`config.mk`:
```
export PLATFORM = sky130hd
export DESIGN_NAME = gpc_poll_ctrl
export DESIGN_NICKNAME = d
export VERILOG_FILES = /design/src/design/gpc_pkg.sv /design/src/design/gpc_poll_ctrl.sv
export SDC_FILE = /design/constraint.sdc
export NUM_CORES = 1
export LEC_CHECK = 0
export BUFFER_PORTS_ARGS = -buffer_cell sky130_fd_sc_hd__clkbuf_2
export CORE_UTILIZATION = 28
export CTS_CLUSTER_DIAMETER = 100
export DETAILED_ROUTE_END_ITERATION = 6
export MAX_ROUTING_LAYER = met4
export PLACE_DENSITY_LB_ADDON = 0.2
export SLEW_MARGIN = 20
export SYNTH_ARGS = -nofsm -noshare
export SYNTH_HDL_FRONTEND = slang
export SYNTH_SLANG_ARGS = --single-unit
```
`constraint.sdc`:
```
create_clock -name sys_clk -period 3.7 [get_ports sys_clk]
set_input_delay 0.37 -clock sys_clk [delete_from_list [all_inputs] [get_ports sys_clk]]
set_output_delay 0.37 -clock sys_clk [all_outputs]
set_load 0.02 [all_outputs]
```
`src/design/gpc_pkg.sv`:
```
// Package of constants for the IEEE-488 poll and address controller
package gpc_pkg;
    // Bus command bytes
    localparam logic [7:0] CMD_UNL  = 8'h3f;
    localparam logic [7:0] CMD_UNT  = 8'h5f;
    localparam logic [7:0] CMD_SPE  = 8'h18;
    localparam logic [7:0] CMD_SPD  = 8'h19;
    localparam logic [7:0] CMD_PPC  = 8'h05;
    localparam logic [7:0] CMD_PPU  = 8'h15;
    localparam logic [7:0] LISTEN_BASE = 8'h20;
    localparam logic [7:0] TALK_BASE   = 8'h40;
    // Secondary address window
    localparam logic [7:0] SAD_MIN  = 8'h60;
    localparam logic [7:0] SAD_MAX  = 8'h7e;
    localparam logic [7:0] SAD_OFF  = 8'h7f;
    // Service request bit of a status byte
    localparam int RQS_BIT = 6;
    // Status word bit positions
    localparam int STA_ERR  = 15;
    localparam int STA_TIMEOUT_FLAG = 14;
    localparam int STA_COMPLETE_FLAG = 8;
    // Timing
    localparam int CLK_HZ         = 40_000_000;
    localparam int IFC_MIN_US     = 100;
    localparam int IFC_CYCLES     = (IFC_MIN_US * (CLK_HZ / 1_000_000));
    localparam int PP_SETTLE_NS   = 2000;
    localparam int PP_SETTLE_CYC  = (PP_SETTLE_NS + 24) / 25;
    localparam int TIMEOUT_CYC    = 40_000;
    // Kinds of command sequence
    typedef enum logic [1:0] {
        SEQ_SPOLL = 2'd0,
        SEQ_READ  = 2'd1,
        SEQ_PPCFG = 2'd2,
        SEQ_PPU   = 2'd3
    } gpc_seq_e;
endpackage : gpc_pkg

```
`src/design/gpc_poll_ctrl.sv`:
```
// Poll, interface clear and addressing controller for an IEEE-488 board
`timescale 1ns/1ps
`default_nettype none

// How it works
// - A parallel poll drives ATN with EOI and latches the eight data lines.
// - A parallel poll while not in charge gives the not-controller error and no bus action.
// - A standby controller first asserts ATN, polls, then stays active.
// - Interface clear and remote enable are only driven while system control is enabled.
// - An external interface clear is obeyed only while not system controller.
// - Serial poll setup sends UNL, talk address, its secondary, own listen, own secondary, SPE.
// - One response byte is read, then UNT, UNL and SPD are sent.
// - Bit 6 of a serial poll response marks a service request; all eight bits, bit 6 included, pass through.
// - With auto polling, a cached positive response is returned without a bus poll.
// - The own status byte answers external polls and bit 6 drives SRQ.
// - Secondary addresses 0x60..0x7E are active; 0x7F or zero disables them.
// - Remote configure sends listen address, PPC, the enable byte, then UNL.
// - The unconfigure command 0x15 can be sent as controller.
// - Status word holds error at bit 15, timeout at 14, completion at 8.
// - A controller read sends UNL, own listen, talk address; after it UNT and UNL.
// - Interface clear holds IFC at least 100 us, then the board is active controller.
module gpc_poll_ctrl
    import gpc_pkg::*;
#(
    parameter int IFC_CYC    = IFC_CYCLES,
    parameter int TMO_CYC    = TIMEOUT_CYC,
    parameter int SETTLE_CYC = PP_SETTLE_CYC
) (
    // Clock and reset
    input  wire logic        sys_clk,
    input  wire logic        rst,
    // Host requests (one-cycle pulses)
    input  wire logic        parallel_poll_request,
    input  wire logic        serial_poll_request,
    input  wire logic        data_read_request,
    input  wire logic        ppConfigRequest,
    input  wire logic        ppUnconfigRequest,
    input  wire logic        interface_clear_request,
    input  wire logic        remoteEnableSet,
    input  wire logic        remoteEnableValue,
    input  wire logic        own_status_byte_set,
    input  wire logic [7:0]  ownStatusByte,
    input  wire logic        secondary_address_set,
    input  wire logic [7:0]  secondaryAddress,
    // Host configuration levels
    input  wire logic        system_control_request,
    input  wire logic        autoPollEnable,
    input  wire logic [4:0]  ownAddress,
    input  wire logic [4:0]  targetAddress,
    input  wire logic [7:0]  targetSecondary,
    input  wire logic [7:0]  ppEnableByte,
    input  wire logic        controllerInCharge,
    input  wire logic        standbyController,
    input  wire logic        cachedRqs,
    input  wire logic [7:0]  cachedPollByte,
    // Bus pins
    input  wire logic [7:0]  dioIn,
    input  wire logic        davIn,
    input  wire logic        ifcIn,
    input  wire logic        extPollActive,
    output logic      [7:0]  dioOut,
    output logic             dioOe,
    output logic             cmdStrobe,
    input  wire logic        cmdAccepted,
    output logic             atnOut,
    output logic             eoiOut,
    output logic             ifcOut,
    output logic             renOut,
    output logic             srqOut,
    // Results
    output logic      [7:0]  parallel_poll_result,
    output logic      [7:0]  serial_poll_result,
    output logic      [15:0] status_word,
    output logic             not_controller_error,
    output logic             activeController,
    output logic             busy
);
    typedef enum logic [5:0] {
        ST_IDLE  = 6'b000001,
        ST_PPOLL = 6'b000010,
        ST_CMD   = 6'b000100,
        ST_READ  = 6'b001000,
        ST_POST  = 6'b010000,
        ST_IFC   = 6'b100000
    } gpc_state_e;

    gpc_state_e state_reg;
    logic [7:0]  dioSync1_reg, dioSync_reg;
    logic [2:0]  s1_reg, s_reg;
    logic [31:0] count_reg;
    logic [2:0]  idx_reg;
    gpc_seq_e    seq_reg;
    logic [7:0]  sad_reg;
    logic [7:0]  ownSb_reg;

    // Pin synchronisers: bit0 dav, bit1 ifc, bit2 external poll
    always_ff @(posedge sys_clk) begin
        if (rst) begin
            dioSync1_reg <= 8'h00;
            dioSync_reg  <= 8'h00;
            s1_reg       <= 3'h0;
            s_reg        <= 3'h0;
        end else begin
            dioSync1_reg <= dioIn;
            dioSync_reg  <= dioSync1_reg;
            s1_reg       <= {extPollActive, ifcIn, davIn};
            s_reg        <= s1_reg;
        end
    end

    wire sadActive  = (secondaryAddress >= SAD_MIN) && (secondaryAddress <= SAD_MAX);
    wire tgtSadOn   = (targetSecondary >= SAD_MIN) && (targetSecondary <= SAD_MAX);
    wire ownSadOn   = (sad_reg != 8'h00);
    wire [7:0] mla  = LISTEN_BASE | {3'b000, ownAddress};
    wire [7:0] tad  = TALK_BASE | {3'b000, targetAddress};
    wire extIfc     = s_reg[1] && !system_control_request;
    wire cic        = controllerInCharge || standbyController || activeController;

    // Pre-sequence bytes, a zero entry is skipped
    logic [7:0] preByte;
    logic       preLast;
    always_comb begin
        preByte = 8'h00;
        preLast = 1'b0;
        case (seq_reg)
            SEQ_SPOLL: begin
                case (idx_reg)
                    3'd0: preByte = CMD_UNL;
                    3'd1: preByte = tad;
                    3'd2: preByte = tgtSadOn ? targetSecondary : 8'h00;
                    3'd3: preByte = mla;
                    3'd4: preByte = ownSadOn ? sad_reg : 8'h00;
                    default: begin
                        preByte = CMD_SPE;
                        preLast = 1'b1;
                    end
                endcase
            end
            SEQ_READ: begin
                case (idx_reg)
                    3'd0: preByte = CMD_UNL;
                    3'd1: preByte = mla;
                    default: begin
                        preByte = tad;
                        preLast = 1'b1;
                    end
                endcase
            end
            SEQ_PPCFG: begin
                case (idx_reg)
                    3'd0: preByte = LISTEN_BASE | {3'b000, targetAddress};
                    3'd1: preByte = CMD_PPC;
                    3'd2: preByte = ppEnableByte;
                    default: begin
                        preByte = CMD_UNL;
                        preLast = 1'b1;
                    end
                endcase
            end
            default: begin
                preByte = CMD_PPU;
                preLast = 1'b1;
            end
        endcase
    end

    // Post-sequence bytes: after a serial poll UNT, UNL, SPD; after a read UNT, UNL
    wire [7:0] postByte = (idx_reg == 3'd0) ? CMD_UNT :
                          (idx_reg == 3'd1) ? CMD_UNL : CMD_SPD;
    wire postLast = (seq_reg == SEQ_READ) ? (idx_reg == 3'd1) : (idx_reg == 3'd2);
    wire timedOut = (count_reg >= 32'(TMO_CYC));
    wire handOk   = cmdStrobe && cmdAccepted;

    always_ff @(posedge sys_clk) begin
        if (rst) begin
            state_reg <= ST_IDLE;
            count_reg <= 32'h0;
            idx_reg <= 3'h0;
            seq_reg <= SEQ_SPOLL;
            sad_reg <= 8'h00;
            ownSb_reg <= 8'h00;
            dioOut <= 8'h00;
            dioOe <= 1'b0;
            cmdStrobe <= 1'b0;
            atnOut <= 1'b0;
            eoiOut <= 1'b0;
            ifcOut <= 1'b0;
            renOut <= 1'b0;
            srqOut <= 1'b0;
            parallel_poll_result <= 8'h00;
            serial_poll_result <= 8'h00;
            status_word <= 16'h0000;
            not_controller_error <= 1'b0;
            activeController <= 1'b0;
            busy <= 1'b0;
        end else begin
            not_controller_error <= 1'b0;
            srqOut <= ownSb_reg[RQS_BIT];
            if (own_status_byte_set)
                ownSb_reg <= ownStatusByte;
            if (secondary_address_set)
                sad_reg <= sadActive ? secondaryAddress : 8'h00;
            if (remoteEnableSet && system_control_request)
                renOut <= remoteEnableValue;
            else if (!system_control_request)
                renOut <= 1'b0;
            // Answer an external serial poll with the own status byte
            if (s_reg[2] && !activeController) begin
                dioOut <= ownSb_reg;
                dioOe <= 1'b1;
            end else if (state_reg == ST_IDLE) begin
                dioOe <= 1'b0;
            end
            case (state_reg)
                ST_IDLE: begin
                    count_reg <= 32'h0;
                    idx_reg <= 3'h0;
                    busy <= 1'b0;
                    if (extIfc) begin
                        activeController <= 1'b0;
                        atnOut <= 1'b0;
                    end else if (interface_clear_request) begin
                        if (system_control_request) begin
                            ifcOut <= 1'b1;
                            busy <= 1'b1;
                            status_word <= 16'h0000;
                            state_reg <= ST_IFC;
                        end else begin
                            status_word <= 16'h0000;
                            status_word[STA_ERR] <= 1'b1;
                            status_word[STA_COMPLETE_FLAG] <= 1'b1;
                        end
                    end else if (parallel_poll_request) begin
                        status_word <= 16'h0000;
                        if (!cic) begin
                            not_controller_error <= 1'b1;
                            status_word[STA_ERR] <= 1'b1;
                            status_word[STA_COMPLETE_FLAG] <= 1'b1;
                        end else begin
                            activeController <= 1'b1;
                            atnOut <= 1'b1;
                            eoiOut <= 1'b1;
                            busy <= 1'b1;
                            state_reg <= ST_PPOLL;
                        end
                    end else if (serial_poll_request && autoPollEnable && cachedRqs) begin
                        serial_poll_result <= cachedPollByte;
                        status_word <= 16'h0000;
                        status_word[STA_COMPLETE_FLAG] <= 1'b1;
                    end else if (serial_poll_request || data_read_request
                                 || ppConfigRequest || ppUnconfigRequest) begin
                        status_word <= 16'h0000;
                        if (!cic) begin
                            not_controller_error <= 1'b1;
                            status_word[STA_ERR] <= 1'b1;
                            status_word[STA_COMPLETE_FLAG] <= 1'b1;
                        end else begin
                            seq_reg <= serial_poll_request ? SEQ_SPOLL :
                                       data_read_request ? SEQ_READ :
                                       ppConfigRequest ? SEQ_PPCFG : SEQ_PPU;
                            activeController <= 1'b1;
                            atnOut <= 1'b1;
                            busy <= 1'b1;
                            state_reg <= ST_CMD;
                        end
                    end
                end
                ST_PPOLL: begin
                    count_reg <= count_reg + 32'h1;
                    if (count_reg >= 32'(SETTLE_CYC - 1)) begin
                        parallel_poll_result <= dioSync_reg;
                        eoiOut <= 1'b0;
                        status_word[STA_COMPLETE_FLAG] <= 1'b1;
                        state_reg <= ST_IDLE;
                    end
                end
                ST_CMD, ST_POST: begin
                    count_reg <= count_reg + 32'h1;
                    if (timedOut) begin
                        status_word[STA_TIMEOUT_FLAG] <= 1'b1;
                        status_word[STA_COMPLETE_FLAG] <= 1'b1;
                        cmdStrobe <= 1'b0;
                        dioOe <= 1'b0;
                        state_reg <= ST_IDLE;
                    end else if (handOk) begin
                        cmdStrobe <= 1'b0;
                        dioOe <= 1'b0;
                        count_reg <= 32'h0;
                        idx_reg <= idx_reg + 3'h1;
                        if (state_reg == ST_CMD && preLast) begin
                            idx_reg <= 3'h0;
                            state_reg <= (seq_reg[1]) ? ST_IDLE : ST_READ;
                            atnOut <= seq_reg[1];
                            if (seq_reg[1])
                                status_word[STA_COMPLETE_FLAG] <= 1'b1;
                        end else if (state_reg == ST_POST && postLast) begin
                            status_word[STA_COMPLETE_FLAG] <= 1'b1;
                            state_reg <= ST_IDLE;
                        end
                    end else if (!cmdStrobe) begin
                        if (state_reg == ST_CMD && preByte == 8'h00) begin
                            idx_reg <= idx_reg + 3'h1;
                        end else begin
                            dioOut <= (state_reg == ST_CMD) ? preByte : postByte;
                            dioOe <= 1'b1;
                            cmdStrobe <= 1'b1;
                        end
                    end
                end
                ST_READ: begin
                    count_reg <= count_reg + 32'h1;
                    if (timedOut) begin
                        status_word[STA_TIMEOUT_FLAG] <= 1'b1;
                        status_word[STA_COMPLETE_FLAG] <= 1'b1;
                        state_reg <= ST_IDLE;
                    end else if (s_reg[0]) begin
                        serial_poll_result <= dioSync_reg;
                        atnOut <= 1'b1;
                        count_reg <= 32'h0;
                        state_reg <= ST_POST;
                    end
                end
                ST_IFC: begin
                    count_reg <= count_reg + 32'h1;
                    if (count_reg >= 32'(IFC_CYC - 1)) begin
                        ifcOut <= 1'b0;
                        activeController <= 1'b1;
                        atnOut <= 1'b1;
                        status_word[STA_COMPLETE_FLAG] <= 1'b1;
                        state_reg <= ST_IDLE;
                    end
                end
                default: state_reg <= ST_IDLE;
            endcase
        end
    end
endmodule : gpc_poll_ctrl

`default_nettype wire

```
==> results by stage <==
Logic synthesis:
- The Yosys step of the flow raised 0 warnings.
- The cell type with the highest aggregate area in the netlist is sky130_fd_sc_hd__dfxtp_1.
- Of the post-synthesis cell area, the dominant cell type holds 38.26%.
- The complex-gate fraction of the synthesized area is 21.28%.
- The fraction of the mapped netlist area in adder cells is 1.418%.
- The gate count after technology mapping is 761.
- The average instance area after synthesis is 8.114 µm².
- The synthesized netlist devotes 0.8511% of its cell area to XOR and XNOR gates.
- The top flip-flop cell by instance count after synthesis is sky130_fd_sc_hd__dfxtp_1.
- Counting distinct cell types in the post-synthesis netlist gives 78.
- The fraction of synthesis flops using an asynchronous set or reset pin is 0%.
- The cell area that synthesis handed to floorplanning was 0.006175 mm².
- The fraction of the yosys area taken by sequential cells is 38.26%.
- Sorting the synthesized cells by area gives the leading types as sky130_fd_sc_hd__dfxtp_1 38%, sky130_fd_sc_hd__nor2_1 5.3%, sky130_fd_sc_hd__nand2_1 5.1%.
- The combinational family with the most area after synthesis is simple AND/OR/NAND/NOR gates.
- The number of register bits inferred by synthesis is 118.
- Of the total synthesized cell area, the portion taken by AND, OR, NAND and NOR gates is 26.34%.
- The mux share of post-synthesis cell area is 5.998%.
- The number of enable flip-flop cells after synthesis is 0.

Power:
- The analysis attributes to net switching a power of 0.0009544 W.
- For this design the ratio of total power to cell area is 455.5 mW/mm².
- The switching part of the total power is 27.76%.
- The reported leakage power is 3.156 nW.
- The internal power of the cells totals 0.002483 W.
- The power share of the clock group is 47.1%.
- The share of total power dissipated in combinational logic is 13.4%.
- The maximum vdd ir drop is 0.0003002 V.
- The proportion of power drawn by flip-flops and latches is 39.5%.

Setup path:
- Along the worst path, the maximum fanout reaches 13.
- The worst setup path category is reg2reg.
- The worst register-to-register path has a depth of 9.
- The largest stage delay on the critical path is 0.61 ns.
- The largest delay contributor family on the critical path is simple AND/OR/NAND/NOR gates.
- STA puts the critical path data required time at 4.00 ns.
- The endpoint kind of the worst setup timing path is a register.
- The signal on the critical path passes through inv_1 -> ha_1 -> and2_1 -> a22o_1 -> a2111oi_0 -> a21oi_1 -> or4_4 -> nand2_4 -> mux2_1.
- On the critical path, the stage with the largest delay is an instance of sky130_fd_sc_hd__or4_4.
- Together, buffers and inverters on the worst path number 1.
- The cell count along the critical path is 9.
- The startpoint kind of the worst setup timing path is a register.
- Data arrives at the worst endpoint at 3.63 ns.

Die:
- The initial utilization of the core area, before any placement, comes to 28.92%.
- The floorplan step set the die height to 150.5 µm.
- Measured along the x axis, the die boundary spans 150.5 µm.
- The placement row count is 53.
- The die footprint is 0.02265 mm².
- Pin placement for this block handled 129 I/O pins.
- The core box area is 0.02135 mm².

Route:
- In this run, the number of DRC markers left after iteration 0 of detailed routing was 336.
- After detailed routing, the total wire length is 18250 µm.
- In this run the remaining antenna-violating nets after routing total 0.
- The number of DRC violations after detailed routing is 0.
- The mean number of vias per cell is 4.957.
- The first detailed-routing pass took 5 iterations.
- Detailed routing inserted a total of 5710 vias.
- The average routed wire per standard cell is 15.84 µm.

Global route:
- The met3 track demand over resource in global routing is 4.061%.
- The total congestion overflow after global routing is 0.
- The wire length of the first global-routing pass is 29280 µm.
- Entering global routing, the biggest net connects 54 pins.
- The global router's overall resource usage is 17.29%.
- The initial antenna violation count is 0.
- The global routing stage identified its most utilized layer as met2.
- The number of global-route vias before repair is 5430.
- Global routing consumed, on the met2 layer, 24.24% of the routing resources.
- Global routing consumed, on the met1 layer, 23.82% of the routing resources.

Timing:
- Summed over all failing endpoints, the final setup total negative slack is 0 ns.
- Headroom to the max-slew limit came out at 44.30%.
- The number of hold violations in the final report came to 0.
- The final setup violation count is 0.
- For this run, the top clock speed supported by timing is 299.7 MHz.
- The transition at the pin with the smallest max-transition slack is 0.8238 ns.
- Setup repair after global routing left no endpoint under its margin.
- The final-report max-slew violation count is 0.
- The clock skew after layout is 0.007519 ns.
- The portion of the clock cycle consumed by the worst path in the final layout is 90.18%.
- For the finished layout, the period the worst path requires is 3.337 ns.

CTS:
- Post-CTS timing repair inserted 0 buffers for setup.
- The post-cts hold buffer count is 0.
- Once the clock tree was built, the resizer swapped 0 gates to a different size.
- TritonCTS built the clock tree.
- The clock latency on the worst-skew pair is 0.41 ns.
- The number of sinks handled by clock tree synthesis is 118.
- The CTS buffer count is 17.
- The maximum buffer depth of the clock tree is 2.
- The root buffer cell chosen for the clock tree is sky130_fd_sc_hd__clkbuf_16.
- The clock transition time at the flip-flop clock pins of the worst setup and hold paths is 0.06 ns.
- The depth of the CTS H-tree is 4.

Placed design:
- The half-perimeter wire length after detailed placement is 13370 µm.
- The congestion estimate from routability-driven global placement came to 0.8347.
- The number of input and output port buffers inserted is 115.

Cells and area:
- Counting the fill cells in the layout gives 2283.
- Cells with a size suffix above 1 make up 20.55% of the layout.
- Compared with the post-synthesis result, the final layout area differs by 22.23%.
- The number of flip-flops in the largest register is 32.
- The final layout net count is 949.
- Once layout is complete, the utilization of the core stands at 35.35%.

Job:
- Max-cap violations in this run came to 0.

Min path:
- The worst hold path was traced through 2 stages.
- The path category of the worst min-delay check is in2reg.

Outcome:
- The flow ran to the end, and the final reports show no timing, DRC or antenna violations.
-- metrics by stage --
stage / hold slack [ns] / worst slack [ns] / power [W] / std cells / cell area [µm²]
after detailed placement: 0.4234 / 0.4271 / 0.001849 / 1119 / 6964
after global placement: 0.4158 / 0.4305 / 0.001851 / 1119 / 6964
after global routing: 0.1663 / 0.1301 / 0.003607 / 1151 / 7545
after CTS: 0.1470 / 0.4174 / 0.003479 / 1151 / 7545
final: 0.1616 / 0.3633 / 0.003438 / 1152 / 7547
after floorplan: 0.4138 / 0.5503 / 0.001685 / 773 / 6220
-- power by group through the flow --
stage	sequential, W	combinational [W]	clock [W]
global route	0.00136	0.000518	0.00173
global placement	0.00138	0.000467	0
CTS	0.00136	0.000466	0.00166
floorplan	0.00140	0.000287	0
finish	0.00136	0.000461	0.00162
detailed placement	0.00139	0.000464	0
-- worst reg2reg max path: stages (launching register included) --
cell and delay, ns:
sky130_fd_sc_hd__dfxtp_1 0.39, sky130_fd_sc_hd__inv_1 0.11, sky130_fd_sc_hd__ha_1 0.38, sky130_fd_sc_hd__and2_1 0.26, sky130_fd_sc_hd__a22o_1 0.18, sky130_fd_sc_hd__a2111oi_0 0.54
sky130_fd_sc_hd__a21oi_1 0.25, sky130_fd_sc_hd__or4_4 0.61, sky130_fd_sc_hd__nand2_4 0.16, sky130_fd_sc_hd__mux2_1 0.33
-- cell usage after synthesis (all sizes together) (4+ instances only) --
cell      n
a31oi    14
o211ai    6
nand3b    5
and3     10
clkbuf   30
nor2     89
ha        7
nor2b    29
nand2    85
nand2b   10
nand4    11
o21ai    44
a21o      6
a21oi    39
dfxtp   118
mux2      8
and2      4
a22o      6
or2       4
o21a      4
nor3     23
a211oi    5
a311oi   13
nand3    24
buf      30
mux2i    28
inv      15
a22oi    12
nor4     11
o31ai     6
xor2      5
-- cell families after synthesis --
logic type,Yosys count
DFF,118
other,1
muxes,36
xor gates and xnor gates,6
adders and majority gates,7
AOI/OAI and AO/OA,192
buffers and inverters,76
and+or+nand+nor,325
-- metal layers --
metal | vias to the layer above | share of wire (%)
met4 | 0 | 1.1
met2 | 132 | 44
met3 | 17 | 6.0
met1 | 2618 | 49
met5 | - | 0
li1 | 2943 | -
-- worst paths after layout --
check / start / end / slack [ns]
setup reg to reg: idx_reg[0]$_SDFFE_PP0P_ / dioOut[5]$_SDFF_PP0_ / 0.36
hold / removal: dioIn[1] / dioSync1_reg[1]$_SDFF_PP0_ / 0.16
setup / recovery: idx_reg[0]$_SDFFE_PP0P_ / dioOut[5]$_SDFF_PP0_ / 0.36
hold reg to reg: dioSync1_reg[6]$_SDFF_PP0_ / dioSync_reg[6]$_SDFF_PP0_ / 0.43
-- cells in the final DEF, fill, tap and decap left out, types with 23 or more instances in the layout --
cell,count
sky130_fd_sc_hd__nand2_1,84
sky130_fd_sc_hd__nor3_1,23
sky130_fd_sc_hd__dfxtp_1,118
sky130_fd_sc_hd__clkbuf_2,114
sky130_fd_sc_hd__nand3_1,24
sky130_fd_sc_hd__nor2b_1,29
sky130_fd_sc_hd__nor2_1,88
sky130_fd_sc_hd__a21oi_1,39
sky130_fd_sc_hd__o21ai_0,44
sky130_fd_sc_hd__mux2i_1,28
-- layout make-up --
type,count,area (µm²),area share (%)
Clock inverter,15,155.1,2.056
Timing Repair Buffer,131,698.2,9.251
Antenna cell,1,2.502,0.03316
Clock buffer,17,425.4,5.637
Tap cell,275,344.1,4.559
Inverter,16,60.06,0.7958
Sequential cell,118,2362,31.30
Multi-Input combinational cell,579,3500,46.37
Note: power is estimated with default switching activity, not from simulation.
